===== src/dcm_pkg.sv =====
// constants and types for the ddr command and mode logic
package dcm_pkg;
    localparam int ADDR_W = 13;
    localparam int BANK_W = 2;
    localparam int COL_W = 12;
    localparam int DATA_W = 8;
    localparam int FIFO_DEPTH = 8;
    localparam int CNT_W = 8;
    // mode register fields
    localparam int MR_BL_LSB = 0;
    localparam int MR_BT_BIT = 3;
    localparam int MR_CL_LSB = 4;
    localparam int MR_OP_LSB = 7;
    localparam int MR_DLLRST_BIT = 8;
    localparam int AP_BIT = 10;
    localparam int EMR_DLL_DIS_BIT = 0;
    localparam int EMR_DRV_BIT = 1;
    localparam logic [2:0] BL_2 = 3'h1;
    localparam logic [2:0] BL_4 = 3'h2;
    localparam logic [2:0] BL_8 = 3'h3;
    localparam logic [2:0] CL_2 = 3'h2;
    localparam logic [2:0] CL_3 = 3'h3;
    localparam logic [2:0] CL_25 = 3'h6;
    localparam logic [5:0] OP_NORMAL = 6'h00;
    localparam logic [5:0] OP_DLLRST = 6'h02;
    localparam logic [1:0] BA_MR = 2'h0;
    localparam logic [1:0] BA_EMR = 2'h1;
    localparam logic [ADDR_W-1:0] MR_RESET = 13'h0000;
    localparam logic [ADDR_W-1:0] EMR_RESET = 13'h0000;
    localparam logic [3:0] CMD_NOP = 4'h7;
    localparam logic [3:0] CMD_ACT = 4'h3;
    localparam logic [3:0] CMD_RD = 4'h5;
    localparam logic [3:0] CMD_WR = 4'h4;
    localparam logic [3:0] CMD_BST = 4'h6;
    localparam logic [3:0] CMD_PRE = 4'h2;
    localparam logic [3:0] CMD_REF = 4'h1;
    localparam logic [3:0] CMD_LMR = 4'h0;
    localparam logic [CNT_W-1:0] DLL_LOCK_CYC = 8'hc8;
    typedef enum logic [2:0] {
        DCM_IDLE = 3'b001,
        DCM_BURST = 3'b010,
        DCM_SELF = 3'b100
    } dcm_state_t;
endpackage


===== src/dcm_core.sv =====
// command decode, mode registers and burst sequencing of a ddr sdram device
// ****************************************************************
// Notes on behaviour
// - burst columns increment or xor, wrapping
// - low column bits pick start, rest block
// - mode set with op bits zero: normal
// - op bit 8 alone set: dll reset
// - bank bits select mode or extended register
// - extended register holds dll and drive
// - dll enabled, and re-enabled leaving self refresh
// - deselect and no-operation act identically
// - activate opens row in bank
// - column command starts read or write burst
// - address bit 10 gives auto precharge
// - precharge one bank or all banks
// - refresh: auto with cke, self without
// - refresh uses internal row counter
// - cke high except self refresh
// - data mask high blocks write element
// - mode fields: length, type, latency, op
// - read data appears latency clocks later
// - dll reset bit clears itself
// ****************************************************************
`timescale 1ns/1ps
module dcm_core
    import dcm_pkg::*;
(
    input wire logic sys_clk,
    input wire logic rst,
    input wire logic cke,
    input wire logic cs_n,
    input wire logic ras_n,
    input wire logic cas_n,
    input wire logic we_n,
    input wire logic [dcm_pkg::BANK_W-1:0] ba,
    input wire logic [dcm_pkg::ADDR_W-1:0] addr,
    input wire logic [dcm_pkg::DATA_W-1:0] wr_data,
    input wire logic wr_mask,
    output logic [dcm_pkg::DATA_W-1:0] wr_out_data,
    output logic wr_out_valid,
    input wire logic wr_out_ready,
    output logic wr_in_ready,
    output logic [dcm_pkg::ADDR_W-1:0] mode_reg,
    output logic [dcm_pkg::ADDR_W-1:0] ext_mode_reg,
    output logic dll_enabled,
    output logic dll_reset_pulse,
    output logic [3:0] bank_open,
    output logic [dcm_pkg::ADDR_W-1:0] refresh_row,
    output logic self_refresh,
    output logic [dcm_pkg::COL_W-1:0] burst_col,
    output logic burst_valid,
    output logic burst_is_write,
    output logic burst_ap,
    output logic rd_data_start,
    output logic reserved_cmd
);
    import dcm_pkg::*;

    // ****************************************************************
    // helpers
    // ****************************************************************
    function automatic logic [2:0] blen_mask(input logic [2:0] bl);
        unique case (bl)
            BL_2: blen_mask = 3'h1;
            BL_4: blen_mask = 3'h3;
            BL_8: blen_mask = 3'h7;
            default: blen_mask = 3'h0;
        endcase
    endfunction

    function automatic logic [COL_W-1:0] burst_addr(input logic [COL_W-1:0] start,
            input logic [2:0] idx, input logic [2:0] msk, input logic il);
        logic [2:0] low;
        low = il ? (start[2:0] ^ idx) : (start[2:0] + idx);
        burst_addr = {start[COL_W-1:3], (start[2:0] & ~msk) | (low & msk)};
    endfunction

    function automatic logic [2:0] lat_clk(input logic [2:0] cl);
        unique case (cl)
            CL_2: lat_clk = 3'h2;
            CL_25: lat_clk = 3'h2;
            CL_3: lat_clk = 3'h3;
            default: lat_clk = 3'h3;
        endcase
    endfunction

    // ****************************************************************
    // command decode
    // ****************************************************************
    logic [3:0] cmd;
    logic is_nop, is_act, is_rd, is_wr, is_bst, is_pre, is_ref, is_lmr;
    always_comb begin
        cmd = cs_n ? CMD_NOP : {1'b0, ras_n, cas_n, we_n};
        is_nop = (cmd == CMD_NOP);
        is_act = (cmd == CMD_ACT) && cke;
        is_rd = (cmd == CMD_RD) && cke;
        is_wr = (cmd == CMD_WR) && cke;
        is_bst = (cmd == CMD_BST) && cke;
        is_pre = (cmd == CMD_PRE) && cke;
        is_ref = (cmd == CMD_REF);
        is_lmr = (cmd == CMD_LMR) && cke;
    end

    // ****************************************************************
    // state
    // ****************************************************************
    dcm_state_t st_q, st_d;
    logic [ADDR_W-1:0] mr_q, mr_d, emr_q, emr_d, rrow_q, rrow_d;
    logic [3:0] open_q, open_d;
    logic dllrst_q, dllrst_d, rsv_q, rsv_d, self_q, self_d;
    logic [COL_W-1:0] start_q, start_d, bcol_q, bcol_d;
    logic [2:0] idx_q, idx_d;
    logic bv_q, bv_d, bw_q, bw_d, ap_q, ap_d, il_q, il_d;
    logic [1:0] bbank_q, bbank_d;
    logic [2:0] msk_q, msk_d;
    logic [2:0] lat_q, lat_d;
    logic rds_q, rds_d;
    logic [2:0] msk_now;
    logic dllen_q, dllen_d;

    always_comb begin
        st_d = st_q;
        mr_d = mr_q;
        emr_d = emr_q;
        rrow_d = rrow_q;
        open_d = open_q;
        dllrst_d = 1'b0;
        rsv_d = 1'b0;
        self_d = self_q;
        start_d = start_q;
        idx_d = idx_q;
        bv_d = 1'b0;
        bw_d = bw_q;
        ap_d = ap_q;
        il_d = il_q;
        bbank_d = bbank_q;
        msk_d = msk_q;
        bcol_d = bcol_q;
        lat_d = (lat_q != 3'h0) ? lat_q - 3'h1 : 3'h0;
        rds_d = (lat_q == 3'h1);
        msk_now = blen_mask(mr_q[MR_BL_LSB +: 3]);
        unique case (st_q)
            DCM_SELF: begin
                if (cke) begin
                    st_d = DCM_IDLE;
                    self_d = 1'b0;
                    emr_d[EMR_DLL_DIS_BIT] = 1'b0;
                end
            end
            default: begin
                if (st_q == DCM_BURST) begin
                    bv_d = 1'b1;
                    bcol_d = burst_addr(start_q, idx_q, msk_q, il_q);
                    idx_d = idx_q + 3'h1;
                    if (idx_q == msk_q || is_bst) begin
                        st_d = DCM_IDLE;
                        if (ap_q && !is_bst) begin
                            open_d[bbank_q] = 1'b0;
                        end
                    end
                end
                if (is_ref) begin
                    rrow_d = rrow_q + 13'h0001;
                    if (!cke) begin
                        st_d = DCM_SELF;
                        self_d = 1'b1;
                    end
                end else if (is_act) begin
                    open_d[ba] = 1'b1;
                end else if (is_pre) begin
                    if (addr[AP_BIT]) begin
                        open_d = 4'h0;
                    end else begin
                        open_d[ba] = 1'b0;
                    end
                end else if (is_rd || is_wr) begin
                    st_d = DCM_BURST;
                    start_d = addr[COL_W-1:0] & ~(COL_W'(1) << AP_BIT);
                    start_d[AP_BIT] = addr[COL_W-1]; // column bit 11 lands here
                    start_d[COL_W-1] = 1'b0;
                    idx_d = 3'h0;
                    bw_d = is_wr;
                    ap_d = addr[AP_BIT];
                    il_d = mr_q[MR_BT_BIT];
                    msk_d = msk_now;
                    bbank_d = ba;
                    if (is_rd) begin
                        lat_d = lat_clk(mr_q[MR_CL_LSB +: 3]);
                    end
                end else if (is_lmr) begin
                    if (ba == BA_MR) begin
                        if (addr[ADDR_W-1:MR_OP_LSB] == OP_NORMAL) begin
                            mr_d = addr;
                        end else if (addr[ADDR_W-1:MR_OP_LSB] == OP_DLLRST) begin
                            mr_d = addr & ~(ADDR_W'(1) << MR_DLLRST_BIT);
                            dllrst_d = 1'b1;
                        end else begin
                            rsv_d = 1'b1;
                        end
                    end else if (ba == BA_EMR) begin
                        emr_d = addr;
                    end else begin
                        rsv_d = 1'b1;
                    end
                end else if (!is_nop && cke) begin
                    rsv_d = 1'b0;
                end else if (!cke && !is_nop) begin
                    rsv_d = 1'b1;
                end
            end
        endcase
        dllen_d = ~emr_d[EMR_DLL_DIS_BIT];
    end

    always_ff @(posedge sys_clk) begin
        if (rst) begin
            st_q <= DCM_IDLE;
            mr_q <= MR_RESET;
            emr_q <= EMR_RESET;
            rrow_q <= '0;
            open_q <= 4'h0;
            dllrst_q <= 1'b0;
            rsv_q <= 1'b0;
            self_q <= 1'b0;
            start_q <= '0;
            idx_q <= 3'h0;
            bv_q <= 1'b0;
            bw_q <= 1'b0;
            ap_q <= 1'b0;
            il_q <= 1'b0;
            bbank_q <= 2'h0;
            msk_q <= 3'h0;
            bcol_q <= '0;
            lat_q <= 3'h0;
            rds_q <= 1'b0;
            dllen_q <= ~EMR_RESET[EMR_DLL_DIS_BIT];
        end else begin
            st_q <= st_d;
            mr_q <= mr_d;
            emr_q <= emr_d;
            rrow_q <= rrow_d;
            open_q <= open_d;
            dllrst_q <= dllrst_d;
            rsv_q <= rsv_d;
            self_q <= self_d;
            start_q <= start_d;
            idx_q <= idx_d;
            bv_q <= bv_d;
            bw_q <= bw_d;
            ap_q <= ap_d;
            il_q <= il_d;
            bbank_q <= bbank_d;
            msk_q <= msk_d;
            bcol_q <= bcol_d;
            lat_q <= lat_d;
            rds_q <= rds_d;
            dllen_q <= dllen_d;
        end
    end

    // ****************************************************************
    // write data path
    // ****************************************************************
    logic wf_valid;
    logic wf_ready;
    logic [DATA_W-1:0] wf_data;
    logic wir_q, wir_d;

    always_comb begin
        wir_d = wf_ready;
    end

    always_ff @(posedge sys_clk) begin
        if (rst) begin
            wir_q <= 1'b0;
        end else begin
            wir_q <= wir_d;
        end
    end

    dcm_fifo #(
        .WIDTH(DATA_W),
        .DEPTH(FIFO_DEPTH)
    ) u_wfifo (
        .clk(sys_clk),
        .rst(rst),
        .in_data(wr_data),
        .in_valid(bv_q && bw_q && !wr_mask),
        .in_ready(wf_ready),
        .out_data(wf_data),
        .out_valid(wf_valid),
        .out_ready(wr_out_ready)
    );

    // fifo read stage is a flop; no extra stage, so valid and ready meet in one cycle
    assign wr_out_data = wf_data;
    assign wr_out_valid = wf_valid;
    assign wr_in_ready = wir_q;
    assign mode_reg = mr_q;
    assign ext_mode_reg = emr_q;
    assign dll_enabled = dllen_q;
    assign dll_reset_pulse = dllrst_q;
    assign bank_open = open_q;
    assign refresh_row = rrow_q;
    assign self_refresh = self_q;
    assign burst_col = bcol_q;
    assign burst_valid = bv_q;
    assign burst_is_write = bw_q;
    assign burst_ap = ap_q;
    assign rd_data_start = rds_q;
    assign reserved_cmd = rsv_q;
endmodule


===== src/dcm_fifo.sv =====
// small synchronous fifo with valid/ready on both sides
`timescale 1ns/1ps
module dcm_fifo #(
    parameter int WIDTH = 8,
    parameter int DEPTH = 8
) (
    input wire logic clk,
    input wire logic rst,
    input wire logic [WIDTH-1:0] in_data,
    input wire logic in_valid,
    output logic in_ready,
    output logic [WIDTH-1:0] out_data,
    output logic out_valid,
    input wire logic out_ready
);
    localparam int AW = $clog2(DEPTH);
    logic [WIDTH-1:0] mem_q [DEPTH];
    logic [AW-1:0] wp_q, wp_d, rp_q, rp_d;
    logic [AW:0] cnt_q, cnt_d;
    logic [WIDTH-1:0] rd_q, rd_d;
    logic ov_q, ov_d;
    logic push, pop;

    always_comb begin
        // the output stage counts toward depth, so at most DEPTH words are held
        in_ready = (cnt_q + (AW+1)'(ov_q)) < (AW+1)'(DEPTH);
        push = in_valid && in_ready;
        pop = (cnt_q != '0) && (!ov_q || out_ready);
        wp_d = push ? wp_q + 1'b1 : wp_q;
        rp_d = pop ? rp_q + 1'b1 : rp_q;
        cnt_d = cnt_q + (AW+1)'(push) - (AW+1)'(pop);
        rd_d = pop ? mem_q[rp_q] : rd_q;
        ov_d = pop ? 1'b1 : (out_ready ? 1'b0 : ov_q);
    end

    always_ff @(posedge clk) begin
        if (push) begin
            mem_q[wp_q] <= in_data;
        end
        if (rst) begin
            wp_q <= '0;
            rp_q <= '0;
            cnt_q <= '0;
            rd_q <= '0;
            ov_q <= 1'b0;
        end else begin
            wp_q <= wp_d;
            rp_q <= rp_d;
            cnt_q <= cnt_d;
            rd_q <= rd_d;
            ov_q <= ov_d;
        end
    end

    assign out_data = rd_q;
    assign out_valid = ov_q;
endmodule


===== config.mk =====
export PLATFORM = sky130hd
export DESIGN_NAME = dcm_core
export DESIGN_NICKNAME = d
export VERILOG_FILES = /design/src/dcm_pkg.sv /design/src/dcm_core.sv /design/src/dcm_fifo.sv
export SDC_FILE = /design/constraint.sdc
export NUM_CORES = 1
export LEC_CHECK = 0
export ABC_AREA = 1
export BUFFER_PORTS_ARGS = -buffer_cell sky130_fd_sc_hd__buf_2
export CORE_MARGIN = 4
export CORE_UTILIZATION = 51
export CTS_CLUSTER_DIAMETER = 200
export DETAILED_ROUTE_END_ITERATION = 10
export GPL_ROUTABILITY_DRIVEN = 0
export PLACE_DENSITY = 0.75
export SLEW_MARGIN = 15
export SYNTH_ARGS = -nofsm -noshare
export SYNTH_HDL_FRONTEND = slang
export SYNTH_SLANG_ARGS = --single-unit

===== constraint.sdc =====
create_clock -name sys_clk -period 2.2 [get_ports sys_clk]
set_clock_uncertainty 0.2 [all_clocks]
set_input_delay 0.11 -clock sys_clk [delete_from_list [all_inputs] [get_ports sys_clk]]
set_output_delay 0.11 -clock sys_clk [all_outputs]
set_load 0.02 [all_outputs]

Word-level counts from Yosys, hierarchy flattened:

Memory sizes are Yosys's and may differ from the RTL's. A register that Yosys moved wholly into a read port is not among the register bits.
Index checks and enable logic that the tools add are counted.

* logic and storage cells: 185
* RAM bits: 64
* bits in registers: 100
* memories kept: 1
* output and inout port bits: 73

* add/sub/neg operators: 9
* bitwise gates (word level): 18
* equal/unequal tests: 20
* magnitude comparators: 5
* reduce and logical (&&, ||, !) cells: 41
* mux-type cells: 65

Memories
* u_wfifo.mem_q: words 8, width 8, rd ports 1, clocked after Yosys merged registers in 1, wr ports 1, RTL line dcm_fifo.sv:17 `logic [WIDTH-1:0] mem_q [DEPTH];`

Operators by type and width (count)
* $mux W3: 23
* $mux W4: 8
* $mux W1: 29
* $mux W13: 2
* $eq A3 B2 Y1 const B: 6
* $eq A3 B3 Y1 const B: 6
* $reduce_and A8 Y1: 2
* $logic_and A1 B1 Y1: 15
* $add A13 B1 Y13 const B: 1
* $add A3 B1 Y3 const B: 3
* $eq A3 B1 Y1 const B: 3
* $pmux W3 S3: 1
* $reduce_or A9 Y1: 1
* $add A4 B1 Y4: 2
* $and A4 B4 Y4: 2
* $not A1 Y1: 8
* $not A4 Y4: 2
* $and A3 B3 Y3: 2
* $eq A6 B2 Y1 const B: 1
* $logic_not A6 Y1: 1
* $lt A2 B3 Y1 const B: 2
* $reduce_bool A2 Y1: 3
* $reduce_or A6 Y1: 1
* $logic_not A1 Y1: 5
* 23 further kinds: 29

Depth between registers and ports, before layout:

Gate-level depths: netlist of the first run.

* depth after elaboration: 15
* depth in mapped cells: 12
* mapped depth without buffers: 12

Modules after synthesis:

Synthesis of the first run repeated with hierarchy kept, for this count alone.

* cell total of the unflattened synthesis: 863
* area total of the unflattened synthesis: 7432.1 um^2

Modules (own cells, without submodules)
* dcm_core: instances 1, area an instance 3799.9 um^2, sequential area each 1781.7 um^2, cells each 499
* dcm_fifo: instances 1, area an instance 3632.2 um^2, sequential area each 2302.2 um^2, cells each 364

Least setup slack after synthesis of the first run:

No wires, ideal clock.

* kind: reg-to-reg
* start point: register u_wfifo.cnt_q[2]
* end point: register u_wfifo.cnt_q[2]
* clock period less this slack: 2.427 ns
* slack: -0.227 ns
* cell stages (with the launch flop): 12
* data required time: 1.872 ns
* arrival: 2.099 ns
* cells stage by stage: dfxtp_1 -> inv_1 -> ha_1 -> a31oi_1 -> buf_2 -> ha_1 -> inv_1 -> ha_1 -> inv_1 -> fa_1 -> xor2_1 -> nor2_1

* longest elaborated chain between the ends: 5
* elaborated cells between the ends (all ways): 7
* those cells by class: 3 x add/sub; 1 x order compare; 3 x reduce/logical

RTL lines
* from (decl): RTL line dcm_fifo.sv:19 `logic [AW:0] cnt_q, cnt_d;`
* from (signal assigned): RTL line dcm_fifo.sv:49 `cnt_q <= cnt_d;`
* $add A4 B1 Y4: RTL line dcm_fifo.sv:26 `in_ready = (cnt_q + (AW+1)'(ov_q)) < (AW+1)'(DEPTH);`
* $lt A4 B4 Y1: RTL line dcm_fifo.sv:26
* $logic_and A1 B1 Y1: RTL line dcm_fifo.sv:27 `push = in_valid && in_ready;`
* $add A4 B1 Y4: RTL line dcm_fifo.sv:31 `cnt_d = cnt_q + (AW+1)'(push) - (AW+1)'(pop);`
* $sub A4 B1 Y4 *: RTL line dcm_fifo.sv:31

Every way passes the cells marked *; elsewhere a longest branch is shown, timed or not.
A chain may end at the register's enable or synchronous reset.

Worst setup path after layout of the first run:

* start point: register u_wfifo.cnt_q[1]
* end point: register u_wfifo.cnt_q[1]

* longest elaborated chain between the ends: 5
* elaborated cells between the ends (all ways): 7
* those cells by class: 3 x add/sub; 1 x order compare; 3 x reduce/logical

RTL lines
* $add A4 B1 Y4: RTL line dcm_fifo.sv:26
* $lt A4 B4 Y1: RTL line dcm_fifo.sv:26
* $logic_and A1 B1 Y1: RTL line dcm_fifo.sv:27
* named net u_wfifo.push: RTL line dcm_fifo.sv:22 `logic push, pop;`
* $add A4 B1 Y4: RTL line dcm_fifo.sv:31
* $sub A4 B1 Y4: RTL line dcm_fifo.sv:31

The timed path passes the listed nets, and every way through them passes these cells.

==> results of run 1 <==
==> synthesized netlist by cell type (7+ instances only) <==
cell	number	share of area
dfxtp_1	108	0.30
nand2_1	103	0.055
nor2_1	103	0.055
o21ai_0	92	0.065
inv_1	70	0.037
a21oi_1	66	0.047
edfxtp_1	64	0.27
nand3_1	20	0.014
clkbuf_1	17	0.0090
ha_1	12	0.021
o22ai_1	10	0.0088
o211ai_1	9	0.0095
o221ai_1	9	0.011
buf_2	8	0.0056
nor3_1	7	0.0049
==> power groups by stage <==
stage | Clock, mW | Combinational, mW | Sequential [mW]
final | 3.07 | 1.71 | 3.55
after CTS | 3.09 | 1.66 | 3.54
after detailed placement | 0 | 1.60 | 3.61
after global placement | 0 | 1.58 | 3.60
after global routing | 3.23 | 1.91 | 3.57
after floorplan | 0 | 1.01 | 3.71
==> area by class of cell <==
type,count,area [µm²],area share
clock buffers,21,493,0.0559
clock inverters,11,119,0.0135
inverters,78,293,0.0332
multi-input cells,491,2610,0.296
flip-flops and latches,172,4090,0.463
well taps,176,220,0.0250
repair buffers,156,1000,0.113
==> final timing paths <==
path	start	end	slack (ns)	cells after the start
worst min-delay path	cs_n	reserved_cmd	0.02	6
worst max-delay path	u_wfifo.cnt_q[1]	u_wfifo.cnt_q[1]	0.08	10
worst max register to register	u_wfifo.cnt_q[1]	u_wfifo.cnt_q[1]	0.08	10
worst min register to register	mode_reg[8]	mode_reg[8]	0.25	2
==> metal layers <==
metal  vias up  track usage  part of all wire
li1       2907            -                 -
met3        20       0.0580             0.077
met1      2827        0.323              0.46
met2       232        0.343              0.45
met4         0       0.0744             0.015
met5         -            0                 0
==> worst reg2reg max path: cells and delay by family, from the launching register on <==
kind | cells | cell delay [ns]
AND/OR/NAND/NOR | 3 | 0.22
flip-flops | 1 | 0.37
adder cells (fa/ha/maj) | 3 | 0.85
buffers and inverters | 3 | 0.20
XOR/XNOR | 1 | 0.16
==> cells by family after synthesis <==
group,synth area share
fa+ha+maj,0.0268
compound gates,0.155
other cells,0.000529
flops,0.576
buf+inv,0.0654
xor+xnor,0.0111
simple gates,0.165
==> stage by stage <==
step / cells / total power, mW / hold WS [ns] / setup WS [ns]
after CTS: 1103 / 8.29 / 0.00380 / 0.0140
after global routing: 1105 / 8.71 / 0.0243 / -0.100
after detailed placement: 1041 / 5.21 / 0.157 / 0.00977
after floorplan: 774 / 4.73 / 0.00887 / -0.101
final: 1105 / 8.33 / 0.0215 / 0.0827
after global placement: 1041 / 5.18 / 0.157 / 0.0763
==> repair_timing <==
action / in CTS / in global routing
hold endpoints to repair: 113 / 0
pin swaps: 0 / 1
gates resized for setup: 1 / 12
buffers inserted: 0 / 2
hold buffers: 30 / 0
setup endpoints to repair: 1 / 36
==> results.py, run 1 <==
metrics = {
    "routing": {
        "dr.pass1.iters": 5,
        "routed-via-count": 5986,
        "ant_nets": 0,
        "vias_per_cell": 5.42,
        "drt_drc_violations_left": 0,
        "drt-wirelength-per-cell_um": 16.2,
        "drt_iter0_markers": 500,
        "finalWirelength_mm": 17.9,
    },
    "die": {
        "die_height_um": 126,
        "top_level_ports": 105,
        "die-area_um2": 15900,
        "die_width_um": 126,
        "core_area_um2": 13500,
        "num_rows": 42,
        "floorplan.initialDensity": 0.527,
    },
    "clocking": {
        "cts.sink_count": 172,
        "clk_transition_reported_paths_ns": 0.06,
        "worst_skew_pair.late_latency_ns": 0.43,
        "cts_inserted_buffers": 17,
        "cts-root-to-sink-buffers": 2,
        "tritoncts": "built",
        "cts-htree-levels": 4,
        "root_buffer": "clkbuf_16",
    },
    "cells_and_area": {
        "fin_area_um2": 8830,
        "most_common_library_cell_in_the_layout_ignoring_fill_and_taps": "dfxtp_1",
        "layout_common_cells": "105 x dfxtp_1, 103 x nand2_1, 103 x buf_2",
        "final_core_util": 0.656,
        "fin_nets": 962,
        "areaGrowthSynthToFinish_pct": 24.4,
        "n_fill_cell": 1102,
        "max_flop_register": "u_wfifo.mem_q",
        "largest_register_ff_count": 64,
        "diodes": 0,
        "post_route_cells_drive_above_1_share": 0.208,
    },
    "synthesis": {
        "syn-num-nets": 820,
        "synth_edf_count": 64,
        "synth_sequential_area_ratio": 0.576,
        "syn_area_um2": 7090,
        "mean_post_synth_cell_area_um2": 9.16,
        "synth_cell_type_count": 42,
        "ys_seq_elements": 172,
        "postSynthCellCount": 774,
        "synth_flop_cell": "dfxtp_1",
        "yosys_warnings": 0,
        "synthArstFlopShare": 0,
    },
    "grt": {
        "globalRouteTotalUtil": 0.228,
        "antenna_found_initial": 0,
        "pin_count_of_the_biggest_net_entering_global_routing": 54,
        "remaining_overflow_grt": 0,
        "number_of_global_route_vias_before_repair": 5666,
        "grt_pass1_wl_mm": 29.0,
    },
    "sta": {
        "max-slew-margin-rel": 0.647,
        "post-route-period-util": 0.962,
        "slew_violations": 0,
        "setup_violations": 0,
        "final_period_minus_worst_setup_slack_ns": 2.12,
        "max_freq_mhz": 472,
        "finalHoldViolCount": 0,
        "rsz_0062_raised_after_global_routing": "yes",
        "worstMarginPinSlew_ns": 0.526,
        "fin_tns_setup_ns": 0,
    },
    "placement": {
        "postPlaceCellArea_um2": 7850,
        "io_buffer_count": 103,
        "dp.final_hpwl_mm": 12.2,
    },
    "power_and_ir_drop": {
        "ir_worst_vdd_v": 0.000632,
        "power_frac_comb": 0.206,
        "power.clock.fraction": 0.368,
        "leakage_power_nw": 3.68,
        "internal_power_mw": 5.82,
        "net_switching_power_mw": 2.51,
        "seq_power_share": 0.426,
        "cellPowerDensity_nw_per_um2": 944,
        "sw_frac_of_total": 0.301,
    },
    "run_status": {
        "result_of_the_run": "finished, final reports clean",
    },
    "setup_path": {
        "cp_cell_sequence": "ha_1 > nand3_2 > xor2_2 > inv_1 > nand2_1 > inv_2 > ha_1 > inv_1 > fa_2 > nor2_1",
        "cp_slowest_cell": "fa_2",
        "timing_worst_setup_path_type": "register to register",
        "crit_family": "adder cells",
        "timing.critical_path.fanout_max": 4,
        "critical_path.max_stage_delay_ns": 0.52,
        "critPathBufInv": 3,
        "cp_data_required_time_ns": 2.29,
        "worstSetupStartpointType": "register",
        "setup.worst_path.end_class": "register",
        "critical_path_arrival_ns": 2.21,
    },
    "flow_run": {
        "timing.max_cap.violations": 0,
    },
    "min_path": {
        "worst_min_path_class": "input port to register",
    },
}
Power figures use the tool's default switching activity.
==> run 2, diff against run 1 <==
--- a/config.mk
+++ b/config.mk
@@ -6,7 +6,7 @@
 export NUM_CORES = 1
 export LEC_CHECK = 0
 export ABC_AREA = 1
-export BUFFER_PORTS_ARGS = -buffer_cell sky130_fd_sc_hd__buf_2
+export BUFFER_PORTS_ARGS = -buffer_cell sky130_fd_sc_hd__buf_4
 export CORE_MARGIN = 4
 export CORE_UTILIZATION = 51
 export CTS_CLUSTER_DIAMETER = 200
==> run 2 against run 1 <==
Net effect: sequential cell count unchanged; cell count barely moved; final area rose by 3.0%; sequential power hardly changed; hold slack better by 0.0054 ns; critical path depth stayed put; largest cell class unchanged.
==> results.py, run 2 (synthesized netlist as in run 1, its figures left out) <==
metrics = {
    "sta": {
        "post-route-period-util": 0.949,
        "setup_violations": 0,
        "slew_violations": 0,
        "max_freq_mhz": 479,
        "final_period_minus_worst_setup_slack_ns": 2.09,
        "finalHoldViolCount": 0,
        "fin_worst_hold_slack_ns": 0.0269,
    },
    "placement": {
        "postPlaceCellArea_um2": 8110,
        "dp.final_hpwl_mm": 12.0,
        "io_buffer_count": 103,
    },
    "cells_and_area": {
        "layout_common_cells": "125 x buf_4, 106 x dfxtp_1, 103 x nor2_1",
        "max_flop_register": "u_wfifo.mem_q",
        "n_fill_cell": 1070,
        "largest_register_ff_count": 64,
        "post_route_cells_drive_above_1_share": 0.202,
        "diodes": 0,
        "fin_area_um2": 9090,
        "areaGrowthSynthToFinish_pct": 28.2,
        "most_common_library_cell_in_the_layout_ignoring_fill_and_taps": "buf_4",
        "fin_nets": 964,
    },
    "routing": {
        "ant_nets": 0,
        "routed-via-count": 5934,
        "vias_per_cell": 5.37,
        "drt_iter0_markers": 541,
        "drt_drc_violations_left": 0,
        "drt-wirelength-per-cell_um": 16.4,
        "finalWirelength_mm": 18.1,
        "dr.pass1.iters": 8,
    },
    "grt": {
        "number_of_global_route_vias_before_repair": 5797,
        "antenna_found_initial": 0,
        "grt_pass1_wl_mm": 29.5,
        "globalRouteTotalUtil": 0.234,
        "pin_count_of_the_biggest_net_entering_global_routing": 40,
        "remaining_overflow_grt": 0,
    },
    "setup_path": {
        "regToRegStartpoint": "u_wfifo.cnt_q[2]",
        "crit_path_start": "u_wfifo.cnt_q[2]",
        "worstSetupStartpointType": "register",
        "cp_data_required_time_ns": 2.31,
        "cp_cell_sequence": "inv_1 > ha_2 > a31oi_4 > ha_1 > inv_1 > ha_1 > inv_2 > fa_1 > xor2_1 > nor2_1",
        "timing_worst_setup_path_type": "register to register",
        "timing.critical_path.fanout_max": 2,
        "critical_path.max_stage_delay_ns": 0.36,
        "setup.worst_path.end_class": "register",
        "cp_slowest_cell": "fa_1",
        "timing.reg2reg.setup_slack_ns": 0.11,
        "critical_path_arrival_ns": 2.20,
    },
    "clocking": {
        "cts_inserted_buffers": 17,
        "cts-htree-levels": 4,
        "cts.sink_count": 172,
        "root_buffer": "clkbuf_16",
        "cts-root-to-sink-buffers": 2,
        "clk_transition_reported_paths_ns": 0.06,
        "worst_skew_pair.late_latency_ns": 0.43,
        "tritoncts": "built",
    },
    "die": {
        "die_height_um": 126,
        "floorplan.initialDensity": 0.527,
        "die-area_um2": 15900,
        "num_rows": 42,
        "top_level_ports": 105,
        "die_width_um": 126,
        "core_area_um2": 13500,
    },
    "flow_run": {
        "timing.max_cap.violations": 0,
    },
    "power_and_ir_drop": {
        "ir_worst_vdd_v": 0.000744,
        "leakage_power_nw": 3.72,
        "cellPowerDensity_nw_per_um2": 934,
    },
    "min_path": {
        "hp-start": "rst",
        "worst_min_path_class": "input port to register",
    },
    "run_status": {
        "result_of_the_run": "finished, final reports clean",
    },
}
-- run 2: critical path, delay by kind of cell (launching register included) --
kind	cells	cell delay, ns
XOR/XNOR	1	0.13
AND/OR/NAND/NOR	1	0.05
adder cells (fa/ha/maj)	4	0.95
flip-flops	1	0.33
buffers and inverters	3	0.17
AO/OA/AOI/OAI	1	0.13
-- run 2: worst paths after layout --
check                                   endpoint  depth (start not counted)
worst max-delay path            u_wfifo.cnt_q[2]                         10
worst min-delay path            u_wfifo.cnt_q[1]                          3
worst max register to register  u_wfifo.cnt_q[2]                         10
worst min register to register       mode_reg[8]                          2
-- run 2: stage by stage --
step | utilization | power, mW | setup slack (ns) | cells | TNS (ns)
after floorplan | - | 4.73 | -0.101 | 774 | -1.98
after global placement | 0.603 | 5.26 | 0.0904 | 1042 | 0
after detailed placement | 0.603 | 5.29 | 0.0218 | 1042 | 0
after CTS | 0.674 | 8.50 | 0.00789 | 1105 | 0
after global routing | 0.676 | 8.88 | -0.0348 | 1106 | -0.294
final | 0.676 | 8.49 | 0.113 | 1106 | 0
-- run 2: per-layer routing --
metal  up-vias  share of wire  global-route usage
li1       2910              -                   -
met1      2795           0.44               0.308
met2       192           0.47               0.372
met3        37          0.074              0.0699
met4         0          0.022              0.0801
met5         -              0                   0
-- run 2: repair_timing --
| item | CTS | global route |
|---|---|---|
| resized for setup | 0 | 6 |
| setup buffers | 0 | 1 |
| endpoints found under the setup margin | 0 | 35 |
| endpoints found under the hold margin | 113 | 0 |
| hold buffers | 32 | 0 |
-- run 2: final cells by class --
cell class	count	area (µm²)	share of cell area
sequential	172	4090	0.449
multi-input combinational	491	2570	0.283
timing repair buffer	158	1280	0.141
clock buffer	18	450	0.0495
inverter	78	293	0.0322
tap	176	220	0.0242
clock inverter	13	188	0.0206
-- run 2: where the power goes --
part	switching, mW	internal [mW]	total (mW)	leakage (nW)
logic	1.11	0.665	1.77	1.96
registers	0.0821	3.46	3.54	1.45
clock network	1.30	1.88	3.18	0.310
total	2.50	6.00	8.49	3.72
==> run 3, diff against run 2 <==
--- a/config.mk
+++ b/config.mk
@@ -6,13 +6,13 @@
 export NUM_CORES = 1
 export LEC_CHECK = 0
 export ABC_AREA = 1
-export BUFFER_PORTS_ARGS = -buffer_cell sky130_fd_sc_hd__buf_4
 export CORE_MARGIN = 4
-export CORE_UTILIZATION = 51
+export CORE_UTILIZATION = 55
 export CTS_CLUSTER_DIAMETER = 200
 export DETAILED_ROUTE_END_ITERATION = 10
+export DONT_BUFFER_PORTS = 1
 export GPL_ROUTABILITY_DRIVEN = 0
-export PLACE_DENSITY = 0.75
+export PLACE_DENSITY = 0.73
 export SLEW_MARGIN = 15
 export SYNTH_ARGS = -nofsm -noshare
 export SYNTH_HDL_FRONTEND = slang
==> constraint.sdc (replaced) <==
create_clock -name sys_clk -period 2.2 [get_ports sys_clk]
set_clock_uncertainty 0.2 [all_clocks]
set_input_delay 0.44 -clock sys_clk [delete_from_list [all_inputs] [get_ports sys_clk]]
set_output_delay 0.44 -clock sys_clk [all_outputs]
set_load 0.02 [all_outputs]
==> run 3 against run 2 <==
Net effect: final area fell by 8.5%; wire length decreased by 5.5%; highest routed layer unchanged; global-route usage rose by 0.75 points; critical endpoint is now u_wfifo.cnt_q[1]; non-clock buffer count down 108; cell count down 10%; setup slack worse by 0.045 ns; sequential cell count stayed put.
==> results.py, run 3 (synthesized netlist as in run 1, its figures left out) <==
metrics = {
    "power_and_ir_drop": {
        "design_power_total_mw": 8.41,
        "sw_frac_of_total": 0.284,
        "power.clock.fraction": 0.386,
        "power_frac_comb": 0.176,
        "cellPowerDensity_nw_per_um2": 1010,
        "internal_power_mw": 6.02,
        "ir_worst_vdd_v": 0.000588,
        "seq_power_share": 0.438,
        "leakage_power_nw": 3.20,
        "net_switching_power_mw": 2.39,
    },
    "die": {
        "core_area_um2": 12600,
        "num_rows": 41,
        "die_height_um": 122,
        "die_width_um": 122,
        "top_level_ports": 105,
        "floorplan.initialDensity": 0.562,
        "die-area_um2": 14800,
    },
    "sta": {
        "fin_tns_setup_ns": 0,
        "max_freq_mhz": 469,
        "final.setup.worst_slack_ns": 0.0676,
        "finalHoldViolCount": 0,
        "slew_violations": 0,
        "setup_violations": 0,
        "final_period_minus_worst_setup_slack_ns": 2.13,
        "fin_worst_hold_slack_ns": 0.00924,
        "max-slew-margin-rel": 0.622,
        "worstMarginPinSlew_ns": 0.564,
        "post-route-period-util": 0.969,
    },
    "grt": {
        "grt_pass1_wl_mm": 28.0,
        "remaining_overflow_grt": 0,
        "antenna_found_initial": 0,
        "pin_count_of_the_biggest_net_entering_global_routing": 35,
        "number_of_global_route_vias_before_repair": 5600,
        "globalRouteTotalUtil": 0.242,
    },
    "routing": {
        "ant_nets": 0,
        "finalWirelength_mm": 17.1,
        "drt_iter0_markers": 333,
        "drt_drc_violations_left": 0,
        "routed-via-count": 5586,
        "dr.pass1.iters": 8,
        "drt-wirelength-per-cell_um": 17.2,
        "vias_per_cell": 5.61,
    },
    "clocking": {
        "root_buffer": "clkbuf_16",
        "cts.sink_count": 172,
        "cts_inserted_buffers": 17,
        "worst_skew_pair.late_latency_ns": 0.42,
        "cts-root-to-sink-buffers": 2,
        "cts_post_setup_buffers_inserted": 0,
        "clk_transition_reported_paths_ns": 0.06,
        "tritoncts": "built",
        "cts-htree-levels": 4,
    },
    "placement": {
        "placement.setup.worst_slack_ns": 0.0151,
        "dp.final_hpwl_mm": 11.6,
        "io_buffer_count": 0,
        "postPlaceCellArea_um2": 7420,
    },
    "setup_path": {
        "cp_data_required_time_ns": 2.34,
        "critical_path_arrival_ns": 2.28,
        "worstSetupStartpointType": "register",
        "timing.critical_path.fanout_max": 4,
        "timing_worst_setup_path_type": "register to register",
        "setup.worst_path.end_class": "register",
    },
    "cells_and_area": {
        "layout_common_cells": "105 x dfxtp_1, 103 x nand2_1, 103 x nor2_1",
        "post_route_cells_drive_above_1_share": 0.120,
        "largest_register_ff_count": 64,
        "areaGrowthSynthToFinish_pct": 17.2,
        "fin_area_um2": 8320,
        "max_flop_register": "u_wfifo.mem_q",
        "regArea_um2": 4090,
        "diodes": 0,
        "n_fill_cell": 1017,
        "fin_nets": 856,
        "most_common_library_cell_in_the_layout_ignoring_fill_and_taps": "dfxtp_1",
        "multi_input_area_um2": 2610,
    },
    "flow_run": {
        "timing.max_cap.violations": 0,
    },
    "min_path": {
        "worst_min_path_class": "input port to register",
    },
    "run_status": {
        "result_of_the_run": "finished, final reports clean",
    },
}
[run 3: changes by cell type in the layout (fill, tap and decap cells not counted), moves of 2 or more]
| cell | change |
|---|---|
| nor3_1 | -2 |
| clkinv_4 | -6 |
| buf_12 | +2 |
| inv_4 | +2 |
| dlygate4sd3_1 | -14 |
| clkbuf_16 | +2 |
| nor3_2 | +2 |
| buf_4 | -96 |
| inv_6 | +2 |
[run 3: cell type report]
class                      instances  area share
timing repair buffer              50      0.0551
sequential                       172       0.492
multi-input combinational        491       0.313
inverter                          78      0.0352
clock buffer                      22      0.0612
tap                              172      0.0259
clock inverter                    10      0.0175
[run 3: final timing paths]
check,slack (ns),cells past startpoint,from,to
max reg2reg,0.07,10,u_wfifo.cnt_q[1],u_wfifo.cnt_q[1]
max,0.07,10,u_wfifo.cnt_q[1],u_wfifo.cnt_q[1]
min,0.009,2,addr[6],mode_reg[6]
min reg2reg,0.26,1,lat_q[2],rd_data_start
[run 3: power groups by stage]
| stage | sequential (mW) | combinational, mW | clock (mW) |
|---|---|---|---|
| 2_1_floorplan | 3.71 | 1.01 | 0 |
| 5_1_grt | 3.71 | 1.66 | 3.43 |
| 4_1_cts | 3.68 | 1.43 | 3.28 |
| 3_5_place_dp | 3.75 | 1.35 | 0 |
| 3_3_place_gp | 3.74 | 1.29 | 0 |
| 6_report | 3.69 | 1.48 | 3.24 |
[run 3: critical path, cell delays in order, from the launching register on]
cell     delay (ns)
dfxtp_4        0.36
ha_1           0.23
nand3_2        0.10
xor2_2         0.16
inv_1          0.05
nand2_1        0.08
inv_2          0.06
ha_1           0.20
inv_2          0.06
fa_2           0.42
nor2_1         0.13
[run 3: what timing repair did]
action / CTS / global route
setup endpoints to repair: 1 / 59
resized for setup: 1 / 12
endpoints found under the hold margin: 111 / 0
pin swaps: 0 / 0
hold buffers: 19 / 0
[run 3: layer usage]
layer	up-vias	share of wire	GRT usage
met2	227	0.48	0.398
met1	2640	0.43	0.310
met3	17	0.082	0.0682
li1	2702	-	-
met4	0	0.011	0.0770
met5	-	0	0
[run 3: stage by stage]
stage | std cells | utilization
floorplan | 774 | -
global placement | 944 | 0.588
detailed placement | 944 | 0.588
CTS | 995 | 0.656
global route | 995 | 0.659
finish | 995 | 0.659
